`src/logic/rx_flow_ctrl_csr_regs.svh`:
```
/*
  register offsets, field positions, reset values and timing counts of the
  receive drop counter, indirect mac access and automatic flow control slice.
  assumes a 32-bit word register port with byte offsets.
*/
`ifndef RX_FLOW_CTRL_CSR_REGS_SVH
`define RX_FLOW_CTRL_CSR_REGS_SVH

// ----------------------------------------
// offsets
// ----------------------------------------
`define OFS_DROP_COUNT 8'ha0
`define OFS_IND_CMD 8'ha4
`define OFS_IND_DATA 8'ha8
`define OFS_AUTO_FLOW_CONTROL_CONFIG 8'hac

// ----------------------------------------
// fields
// ----------------------------------------
`define CMD_PENDING_BIT 31
`define CMD_RNW_BIT 30
`define FLOW_HIGH_THRESHOLD_MSB 23
`define FLOW_HIGH_THRESHOLD_LSB 16
`define FLOW_LOW_THRESHOLD_MSB 15
`define FLOW_LOW_THRESHOLD_LSB 8
`define AFC_DUR_MSB 7
`define AFC_DUR_LSB 4
`define AFC_MULT_BIT 3
`define AFC_BRD_BIT 2
`define AFC_ADD_BIT 1
`define AFC_ANY_BIT 0
`define AFC_WRITE_MASK 32'h00ffffff
`define CMD_WRITE_MASK 32'h400000ff

// ----------------------------------------
// reset values
// ----------------------------------------
`define DROP_COUNT_RESET 32'h00000000
`define IND_DATA_RESET 32'h00000000
`define AUTO_FLOW_CONTROL_CONFIG_RESET 32'h00000000
`define DROP_MIDPOINT 32'h80000000

// ----------------------------------------
// timing
// ----------------------------------------
`define CLK_MHZ 50
// jam length at 10 Mb/s exceeds the 100 Mb/s value by 2.2 us, in ns
`define JAM_EXTRA_10M_NS 2200
`define JAM_EXTRA_10M_CYCLES ((`JAM_EXTRA_10M_NS * `CLK_MHZ) / 1000)

`endif

```
`src/logic/rx_flow_ctrl_pkg.sv`:
```
/*
  types shared by the flow control csr slice.
  assumes nothing of its surroundings.
*/
package rx_flow_ctrl_pkg;
  typedef enum logic [1:0] {
    IND_IDLE,
    IND_ISSUE,
    IND_WAIT
  } ind_state_t;

  typedef enum logic [1:0] {
    FC_CLEAR,
    FC_ARMED,
    FC_PAUSED
  } fc_state_t;
endpackage

```
`src/logic/rx_flow_ctrl_csr.sv`:
```
/*
  receive drop counter, indirect mac register port and automatic flow control
  for one ethernet controller. the host reaches four words over a simple
  synchronous register port; the mac register space, rx fifo and transmitter
  sit behind the user-side ports.
  assumes single-cycle host strobes synchronous to CLK, a byte count on
  RX_FIFO_FILL, and one MAC_DONE pulse per MAC_REQ, no earlier than the
  cycle after it; the transmitter enable and duplex are slow levels that
  do not toggle inside a frame.
*/
`timescale 1ns/1ns
`include "rx_flow_ctrl_csr_regs.svh"

module rx_flow_ctrl_csr #(
  parameter int FILL_W = 14
) (
  // clock and reset
  input wire logic CLK,
  input wire logic RESET,
  // host register port
  input wire logic [7:0] ADDR,
  input wire logic RD,
  input wire logic WR,
  input wire logic [31:0] WDATA,
  output logic [31:0] RDATA,
  // drop counter
  input wire logic FRAME_DROPPED,
  output logic DROP_MIDPOINT_EVENT,
  // mac register space
  output logic MAC_REQ,
  output logic MAC_READ_NOT_WRITE,
  output logic [7:0] MAC_ADDR,
  output logic [31:0] MAC_WDATA,
  input wire logic MAC_DONE,
  input wire logic [31:0] MAC_RDATA,
  // receive side and link state
  input wire logic [FILL_W-1:0] RX_FIFO_FILL,
  input wire logic FRAME_START,
  input wire logic FRAME_MULTICAST,
  input wire logic FRAME_BROADCAST,
  input wire logic FRAME_OWN_ADDRESS,
  input wire logic FULL_DUPLEX,
  input wire logic SPEED_10M,
  input wire logic TX_ENABLED,
  // flow control actions
  output logic PAUSE_REQ,
  output logic PAUSE_ZERO_TIME,
  output logic BACK_PRESSURE
);
  logic [31:0] dropped_frame_tally;
  logic [31:0] mac_indirect_data;
  logic [31:0] auto_flow_control_config;
  logic access_pending;
  logic read_not_write;
  logic [7:0] target_reg;
  rx_flow_ctrl_pkg::ind_state_t ind_state;
  rx_flow_ctrl_pkg::fc_state_t fc_state;
  logic [7:0] flow_high_threshold;
  logic [7:0] flow_low_threshold;
  logic [3:0] jam_duration_code;
  logic trigger_on_multicast;
  logic trigger_on_broadcast;
  logic trigger_on_own_address;
  logic trigger_on_any_frame;
  logic [FILL_W-1:0] fill_units;
  logic above_high;
  logic below_low;
  logic frame_match;
  logic jam_start;
  logic jam_active;
  logic rd_drop;
  logic [2:0] trigger_sel;
  logic [2:0] frame_kind;
  logic [2:0] criterion_hit;

  // ----------------------------------------
  // register decode
  // ----------------------------------------
  // only a read of the drop counter has a side effect
  assign rd_drop = RD && (ADDR == `OFS_DROP_COUNT);

  always_ff @(posedge CLK or posedge RESET) begin
    if (RESET) begin
      RDATA <= 32'h00000000;
    end else if (RD) begin
      unique case (ADDR)
        `OFS_DROP_COUNT: RDATA <= dropped_frame_tally;
        `OFS_IND_CMD: RDATA <= {access_pending, read_not_write, 22'h000000, target_reg};
        `OFS_IND_DATA: RDATA <= mac_indirect_data;
        `OFS_AUTO_FLOW_CONTROL_CONFIG: RDATA <= auto_flow_control_config & `AFC_WRITE_MASK;
        // unmapped offsets read zero
        default: RDATA <= 32'h00000000;
      endcase
    end
  end

  // ----------------------------------------
  // dropped frame counter
  // ----------------------------------------
  always_ff @(posedge CLK or posedge RESET) begin
    if (RESET) begin
      dropped_frame_tally <= `DROP_COUNT_RESET;
    end else if (rd_drop) begin
      // a drop in the read cycle counts in the fresh tally, so none is lost
      dropped_frame_tally <= FRAME_DROPPED ? 32'h00000001 : 32'h00000000;
    end else if (FRAME_DROPPED) begin
      // wraps past all ones; the midpoint event warns the host first
      dropped_frame_tally <= dropped_frame_tally + 32'h00000001;
    end
  end

  always_ff @(posedge CLK or posedge RESET) begin
    if (RESET) begin
      DROP_MIDPOINT_EVENT <= 1'b0;
    end else begin
      // a read-clear in the same cycle replaces the step, so no event then
      DROP_MIDPOINT_EVENT <= FRAME_DROPPED && !rd_drop &&
                             (dropped_frame_tally == (`DROP_MIDPOINT - 32'h00000001));
    end
  end

  // ----------------------------------------
  // indirect mac access
  // ----------------------------------------
  // command fields are refused while pending so the mac sees a steady address
  always_ff @(posedge CLK or posedge RESET) begin
    if (RESET) begin
      read_not_write <= 1'b0;
      target_reg <= 8'h00;
    end else if (WR && (ADDR == `OFS_IND_CMD) && !access_pending) begin
      read_not_write <= WDATA[`CMD_RNW_BIT];
      target_reg <= WDATA[7:0];
    end
  end

  always_ff @(posedge CLK or posedge RESET) begin
    if (RESET) begin
      ind_state <= rx_flow_ctrl_pkg::IND_IDLE;
      access_pending <= 1'b0;
    end else begin
      unique case (ind_state)
        rx_flow_ctrl_pkg::IND_IDLE: begin
          // a start written while busy falls outside this state and is dropped
          if (WR && (ADDR == `OFS_IND_CMD) && WDATA[`CMD_PENDING_BIT]) begin
            access_pending <= 1'b1;
            ind_state <= rx_flow_ctrl_pkg::IND_ISSUE;
          end
        end
        rx_flow_ctrl_pkg::IND_ISSUE: begin
          ind_state <= rx_flow_ctrl_pkg::IND_WAIT;
        end
        rx_flow_ctrl_pkg::IND_WAIT: begin
          // the answer is only taken here, never in the request cycle
          if (MAC_DONE) begin
            access_pending <= 1'b0;
            ind_state <= rx_flow_ctrl_pkg::IND_IDLE;
          end
        end
      endcase
    end
  end

  // the mac answer lands here; host writes are ignored until the access is over
  always_ff @(posedge CLK or posedge RESET) begin
    if (RESET) begin
      mac_indirect_data <= `IND_DATA_RESET;
    end else if (ind_state == rx_flow_ctrl_pkg::IND_WAIT && MAC_DONE && read_not_write) begin
      mac_indirect_data <= MAC_RDATA;
    end else if (WR && (ADDR == `OFS_IND_DATA) && !access_pending) begin
      mac_indirect_data <= WDATA;
    end
  end

  // ----------------------------------------
  // mac side outputs
  // ----------------------------------------
  assign MAC_REQ = (ind_state == rx_flow_ctrl_pkg::IND_ISSUE);
  assign MAC_READ_NOT_WRITE = read_not_write;
  assign MAC_ADDR = target_reg;
  assign MAC_WDATA = mac_indirect_data;

  // ----------------------------------------
  // flow control configuration
  // ----------------------------------------
  always_ff @(posedge CLK or posedge RESET) begin
    if (RESET) begin
      auto_flow_control_config <= `AUTO_FLOW_CONTROL_CONFIG_RESET;
    end else if (WR && (ADDR == `OFS_AUTO_FLOW_CONTROL_CONFIG)) begin
      // reserved bits never reach the register
      auto_flow_control_config <= WDATA & `AFC_WRITE_MASK;
    end
  end

  assign flow_high_threshold = auto_flow_control_config[`FLOW_HIGH_THRESHOLD_MSB:`FLOW_HIGH_THRESHOLD_LSB];
  assign flow_low_threshold = auto_flow_control_config[`FLOW_LOW_THRESHOLD_MSB:`FLOW_LOW_THRESHOLD_LSB];
  assign jam_duration_code = auto_flow_control_config[`AFC_DUR_MSB:`AFC_DUR_LSB];
  assign trigger_on_multicast = auto_flow_control_config[`AFC_MULT_BIT];
  assign trigger_on_broadcast = auto_flow_control_config[`AFC_BRD_BIT];
  assign trigger_on_own_address = auto_flow_control_config[`AFC_ADD_BIT];
  assign trigger_on_any_frame = auto_flow_control_config[`AFC_ANY_BIT];

  // ----------------------------------------
  // thresholds and frame matching
  // ----------------------------------------
  // fill is in bytes; thresholds count 64-byte units
  assign fill_units = RX_FIFO_FILL >> 6;
  assign above_high = (fill_units >= FILL_W'(flow_high_threshold));
  // lo under hi is left to software; nothing here enforces it
  assign below_low = (fill_units < FILL_W'(flow_low_threshold));

  // criteria and frame flags in one order: multicast, broadcast, own address
  assign trigger_sel = {trigger_on_multicast, trigger_on_broadcast, trigger_on_own_address};
  assign frame_kind = {FRAME_MULTICAST, FRAME_BROADCAST, FRAME_OWN_ADDRESS};

  for (genvar g = 0; g < 3; g++) begin : g_criterion
    assign criterion_hit[g] = trigger_sel[g] && frame_kind[g];
  end

  // the any-frame bit overrides the three criteria
  assign frame_match = trigger_on_any_frame || (criterion_hit != 3'b000);

  // ----------------------------------------
  // full duplex pause sequencing
  // ----------------------------------------
  always_ff @(posedge CLK or posedge RESET) begin
    if (RESET) begin
      fc_state <= rx_flow_ctrl_pkg::FC_CLEAR;
      PAUSE_REQ <= 1'b0;
      PAUSE_ZERO_TIME <= 1'b0;
    end else begin
      PAUSE_REQ <= 1'b0;
      // transmitter off holds the state, so a due pause goes out once it is back
      unique case (fc_state)
        rx_flow_ctrl_pkg::FC_CLEAR: begin
          if (FULL_DUPLEX && trigger_on_any_frame && TX_ENABLED && above_high) begin
            PAUSE_REQ <= 1'b1;
            PAUSE_ZERO_TIME <= 1'b0;
            fc_state <= rx_flow_ctrl_pkg::FC_PAUSED;
          end
        end
        // paused remembers a sent timed pause; only it arms the zero-time pause
        rx_flow_ctrl_pkg::FC_PAUSED: begin
          if (below_low && TX_ENABLED) begin
            PAUSE_REQ <= 1'b1;
            PAUSE_ZERO_TIME <= 1'b1;
            fc_state <= rx_flow_ctrl_pkg::FC_CLEAR;
          end
        end
        default: begin
          fc_state <= rx_flow_ctrl_pkg::FC_CLEAR;
        end
      endcase
    end
  end

  // ----------------------------------------
  // half duplex back pressure
  // ----------------------------------------
  // every matching frame start reloads the timer, so close frames stretch the jam
  assign jam_start = !FULL_DUPLEX && TX_ENABLED && above_high && FRAME_START && frame_match;

  // length follows the duration code and the link speed
  jam_timer u_jam_timer (
    .clk(CLK),
    .reset(RESET),
    .start(jam_start),
    .code(jam_duration_code),
    .speed_10m(SPEED_10M),
    .active(jam_active)
  );

  // ----------------------------------------
  // flow control outputs
  // ----------------------------------------
  assign BACK_PRESSURE = jam_active && TX_ENABLED && !FULL_DUPLEX;
endmodule

```
`src/logic/jam_timer.sv`:
```
/*
  back-pressure duration timer: loads a length from a 4-bit code and counts
  it down at the system clock.
  assumes a 50 MHz clock and a start pulse from the flow controller.
*/
`timescale 1ns/1ns
`include "rx_flow_ctrl_csr_regs.svh"

module jam_timer #(
  parameter int CNT_W = 15
) (
  input wire logic clk,
  input wire logic reset,
  input wire logic start,
  input wire logic [3:0] code,
  input wire logic speed_10m,
  output logic active
);
  logic [CNT_W-1:0] remain;
  logic [CNT_W-1:0] length;

  // ----------------------------------------
  // duration table, 100 Mb/s values in microseconds
  // ----------------------------------------
  function automatic logic [9:0] dur_us(input logic [3:0] c);
    logic [9:0] v;
    v = 10'h000;
    unique case (c)
      4'h0: v = 10'h005;
      4'h1: v = 10'h00a;
      4'h2: v = 10'h00f;
      4'h3: v = 10'h019;
      default: v = 10'((int'(c) - 3) * 50);
    endcase
    return v;
  endfunction

  always_comb begin
    length = CNT_W'(int'(dur_us(code)) * `CLK_MHZ);
    if (speed_10m) begin
      length = CNT_W'(int'(length) + `JAM_EXTRA_10M_CYCLES);
    end
  end

  always_ff @(posedge clk or posedge reset) begin
    if (reset) begin
      remain <= '0;
    end else if (start) begin
      remain <= length;
    end else if (remain != '0) begin
      remain <= remain - CNT_W'(1);
    end
  end

  assign active = (remain != '0);
endmodule

```
`config.mk`:
```
export PLATFORM = sky130hd
export DESIGN_NAME = rx_flow_ctrl_csr
export DESIGN_NICKNAME = d
export VERILOG_FILES = /design/src/logic/rx_flow_ctrl_pkg.sv /design/src/logic/rx_flow_ctrl_csr.sv /design/src/logic/jam_timer.sv
export VERILOG_INCLUDE_DIRS = /design/src /design/src/logic
export SDC_FILE = /design/constraint.sdc
export NUM_CORES = 1
export LEC_CHECK = 0
export ABC_CLOCK_PERIOD_IN_PS = 9670
export CORE_UTILIZATION = 57
export DETAILED_ROUTE_END_ITERATION = 16
export DONT_BUFFER_PORTS = 1
export PLACE_DENSITY_LB_ADDON = 0.12
export SKIP_LAST_GASP = 1
export SYNTH_ARGS = -nofsm -noshare
export SYNTH_HDL_FRONTEND = slang
export SYNTH_SLANG_ARGS = --single-unit
export TNS_END_PERCENT = 5
```
`constraint.sdc`:
```
create_clock -name CLK -period 9.67 [get_ports CLK]
set_input_delay 0.4835 -clock CLK [delete_from_list [all_inputs] [get_ports CLK]]
set_output_delay 0.4835 -clock CLK [all_outputs]
set_load 0.005 [all_outputs]
```
==> run metrics <==
startpoint types=register; drt first pass iters=5; gr ovfl total=0; io pins=177; cell with the most instances after synthesis=dfrtp_1; Top Usage Layer GRT=met2; clock root buffer master=clkbuf_16; non-filler instance count after layout=1145; initial DRC count=385; # H-tree levels=4; Vias/cell=5.87; Synth area leader=dfrtp_1; area of the die=16700 µm²; dpl hpwl=15800 µm; Synth Warn #=0; largest family of logic cells by synthesized area=simple AND/OR/NAND/NOR gates; RR Startpoint=auto_flow_control_config[4]$_DFFE_PP0P_; CP Capture Type=register; outcome=finished clean; nets=1093; met3 usage=0.0632; HP Class=in -> async; synth unique cells=64; main flop type after synthesis=dfrtp_1; Max Slew Vio Count=0; FF-to-FF path depth=22; Port Buffers=0; layout cells sized above 1=0.0840; RD Place Congestion=0.887; Clock Path Buffers=2; Final Cycle Share=0.625; Setup CP Type=reg -> reg; ANT cells=0; adder-cell share of the synthesized area=0.110; min Tclk post-route=6.04 ns; Vias=6726; Starting Density=0.582; VDD IR-drop max=0.130 mV; max-cap violations=0; Slew @ Worst Pin=1.09 ns; Gate Count Post-Synth=933; CTS resizes=0; Worst-Skew Late Latency=0.42 ns; initial antenna violation count=0; TritonCTS clock tree=built; Synth area leaders=dfrtp_1 (41%), ha_1 (9.2%), mux2i_1 (5.3%); met1 usage=0.340; post-synthesis average cell area=9.88 µm²; Critical Path AT=6.31 ns; final hold vios=0; sequential fraction of the synthesis area=0.410; synth cell count leaders=dfrtp_1 (151), inv_1 (93), nand2_1 (73), ha_1 (68), nor2_1 (65); Fin Clk Skew=0.00697 ns; Num CTS Buffers=17; top cell type's share of synthesized area=0.410; R2R Path End=u_jam_timer.remain[13]$_DFFE_PP0P_; Residual DRC=0; Layout area overhead=7.86%; clk slew on worst S/H paths=0.06 ns; endpoints failing setup=0; Seq cells post-synth=151; r2r setup slk=3.63 ns; Hold Buf Count CTS=0; EDFF count, synth=0; clk sinks=151; largest net degree at the start of global routing=79; simple-gate share of the synthesized area=0.127; multiplexer share of the synthesized area=0.119; Compound-Gate Fraction of Synth Area=0.119; Final TNS setup=0 ns; final routed wire length divided by cell count=18.7 µm; worst-path fanout max=10; Critical Path RT=9.94 ns; fmax=166 MHz; P per Cell Area=198 nW/µm²; post-synthesis xor/xnor area fraction=0.0597; dpl cells=1115; site row count=46; synthesized area=9220 µm²; CORE AREA=15800 µm²; antenna viol nets, final=0; Leak=4.76 nW; vias in the first global route=6922; Hold WS=0.0304 ns; max_slew headroom=0.270; Total Routing Usage GR=0.267; DIE WIDTH=129 µm; setup bufs post-CTS=0; first-pass GRT wire length=34500 µm; Die Height=129 µm; asr flop ratio synth=1.00; routed wire length=21400 µm; met2 GRT Util=0.446; Syn Nets=1108; unrepaired setup endpoints after global routing=false
## area by class of cell
cell class / instances / area, µm²
inverter: 93 / 354
sequential: 151 / 3780
tap: 216 / 270
clock inverter: 9 / 97.6
multi-input combinational: 648 / 4940
timing repair buffer: 7 / 52.6
fill: 1300 / 5890
clock buffer: 21 / 450
## layer usage
metal  vias up  part of all wire
met2       194              0.50
li1       3214                 -
met4         0             0.019
met1      3282              0.43
met3        36             0.054
met5         -                 0
## cells by family (layout without fill, tap and decap cells)
logic type | count (synthesis) | after routing
AO/OA/AOI/OAI | 173 | 173
XOR/XNOR | 62 | 62
adder cells (fa/ha/maj) | 76 | 76
buffers and inverters | 134 | 130
flip-flops | 151 | 151
multiplexers | 103 | 103
AND/OR/NAND/NOR | 234 | 234
## layout by cell type (no fill, tap or decap), types with 7 or more instances in the layout
cell type / instances
clkbuf_16: 17
nand2_1: 73
o22ai_1: 34
nor3_1: 11
dfrtp_1: 151
a21oi_1: 26
mux2_1: 29
o31ai_1: 10
mux2_2: 25
mux2i_1: 49
a22oi_1: 17
xor2_1: 28
nand2b_1: 9
buf_4: 7
xnor2_1: 33
ha_1: 68
o21ai_0: 14
fa_1: 8
nor2_1: 65
inv_1: 92
nand3_1: 16
nor2b_1: 9
or3_1: 7
o21ai_1: 39
## state kept, by name (all words and copies together) (netlist names)
signal / count
access_pending: 1
dropped_frame_tally: 32
DROP_MIDPOINT_EVENT: 1
RDATA: 32
MAC_READ_NOT_WRITE: 1
MAC_WDATA: 32
ind_state: 2
PAUSE_ZERO_TIME: 1
PAUSE_REQ: 1
fc_state: 1
auto_flow_control_config: 24
MAC_ADDR: 8
u_jam_timer.remain: 15
## where the power goes
part	internal [mW]	switching (mW)	leakage (nW)	total (mW)
sequential	0.707	0.0768	2.03	0.783
clock	0.361	0.263	0.265	0.624
combinational	0.254	0.310	2.46	0.564
## per-stage QoR
step	instance area (µm²)	setup slack (ns)	power (mW)	utilization
floorplan	9220	4.20	1.24	-
CTS	9940	3.67	1.98	0.628
detailed placement	9390	3.74	1.35	0.593
finish	9940	3.63	1.97	0.628
global route	9940	3.21	2.10	0.628
global placement	9390	3.83	1.32	0.593
## worst max-delay path, cell delays in order, from the launching register on
cell,delay (ns)
dfrtp_1,0.55
ha_1,0.46
xnor2_1,0.20
inv_1,0.08
fa_1,0.48
inv_1,0.04
ha_1,0.29
ha_1,0.34
fa_1,0.48
nand2_1,0.12
inv_1,0.09
ha_1,0.30
ha_1,0.31
ha_1,0.30
ha_1,0.23
a2111oi_0,0.40
o21ai_1,0.16
o22ai_1,0.22
xor2_1,0.32
nor2_1,0.10
and3_1,0.20
o21ai_1,0.13
o31ai_1,0.09
## worst max-delay path by stage
| stage | end | from | slack, ns | depth (start not counted) |
|---|---|---|---|---|
| 5_1_grt | u_jam_timer.remain[13]$_DFFE_PP0P_ | auto_flow_control_config[4]$_DFFE_PP0P_ | 3.21 | 22 |
| 3_3_place_gp | u_jam_timer.remain[13]$_DFFE_PP0P_ | auto_flow_control_config[4]$_DFFE_PP0P_ | 3.83 | 22 |
| 2_1_floorplan | u_jam_timer.remain[13]$_DFFE_PP0P_ | auto_flow_control_config[4]$_DFFE_PP0P_ | 4.20 | 23 |
| 3_5_place_dp | u_jam_timer.remain[13]$_DFFE_PP0P_ | auto_flow_control_config[4]$_DFFE_PP0P_ | 3.74 | 22 |
| 4_1_cts | u_jam_timer.remain[13]$_DFFE_PP0P_ | auto_flow_control_config[4]$_DFFE_PP0P_ | 3.67 | 22 |
| 6_report | u_jam_timer.remain[13]$_DFFE_PP0P_ | auto_flow_control_config[4]$_DFFE_PP0P_ | 3.63 | 22 |
No activity file was read; power rests on OpenSTA's default activity.
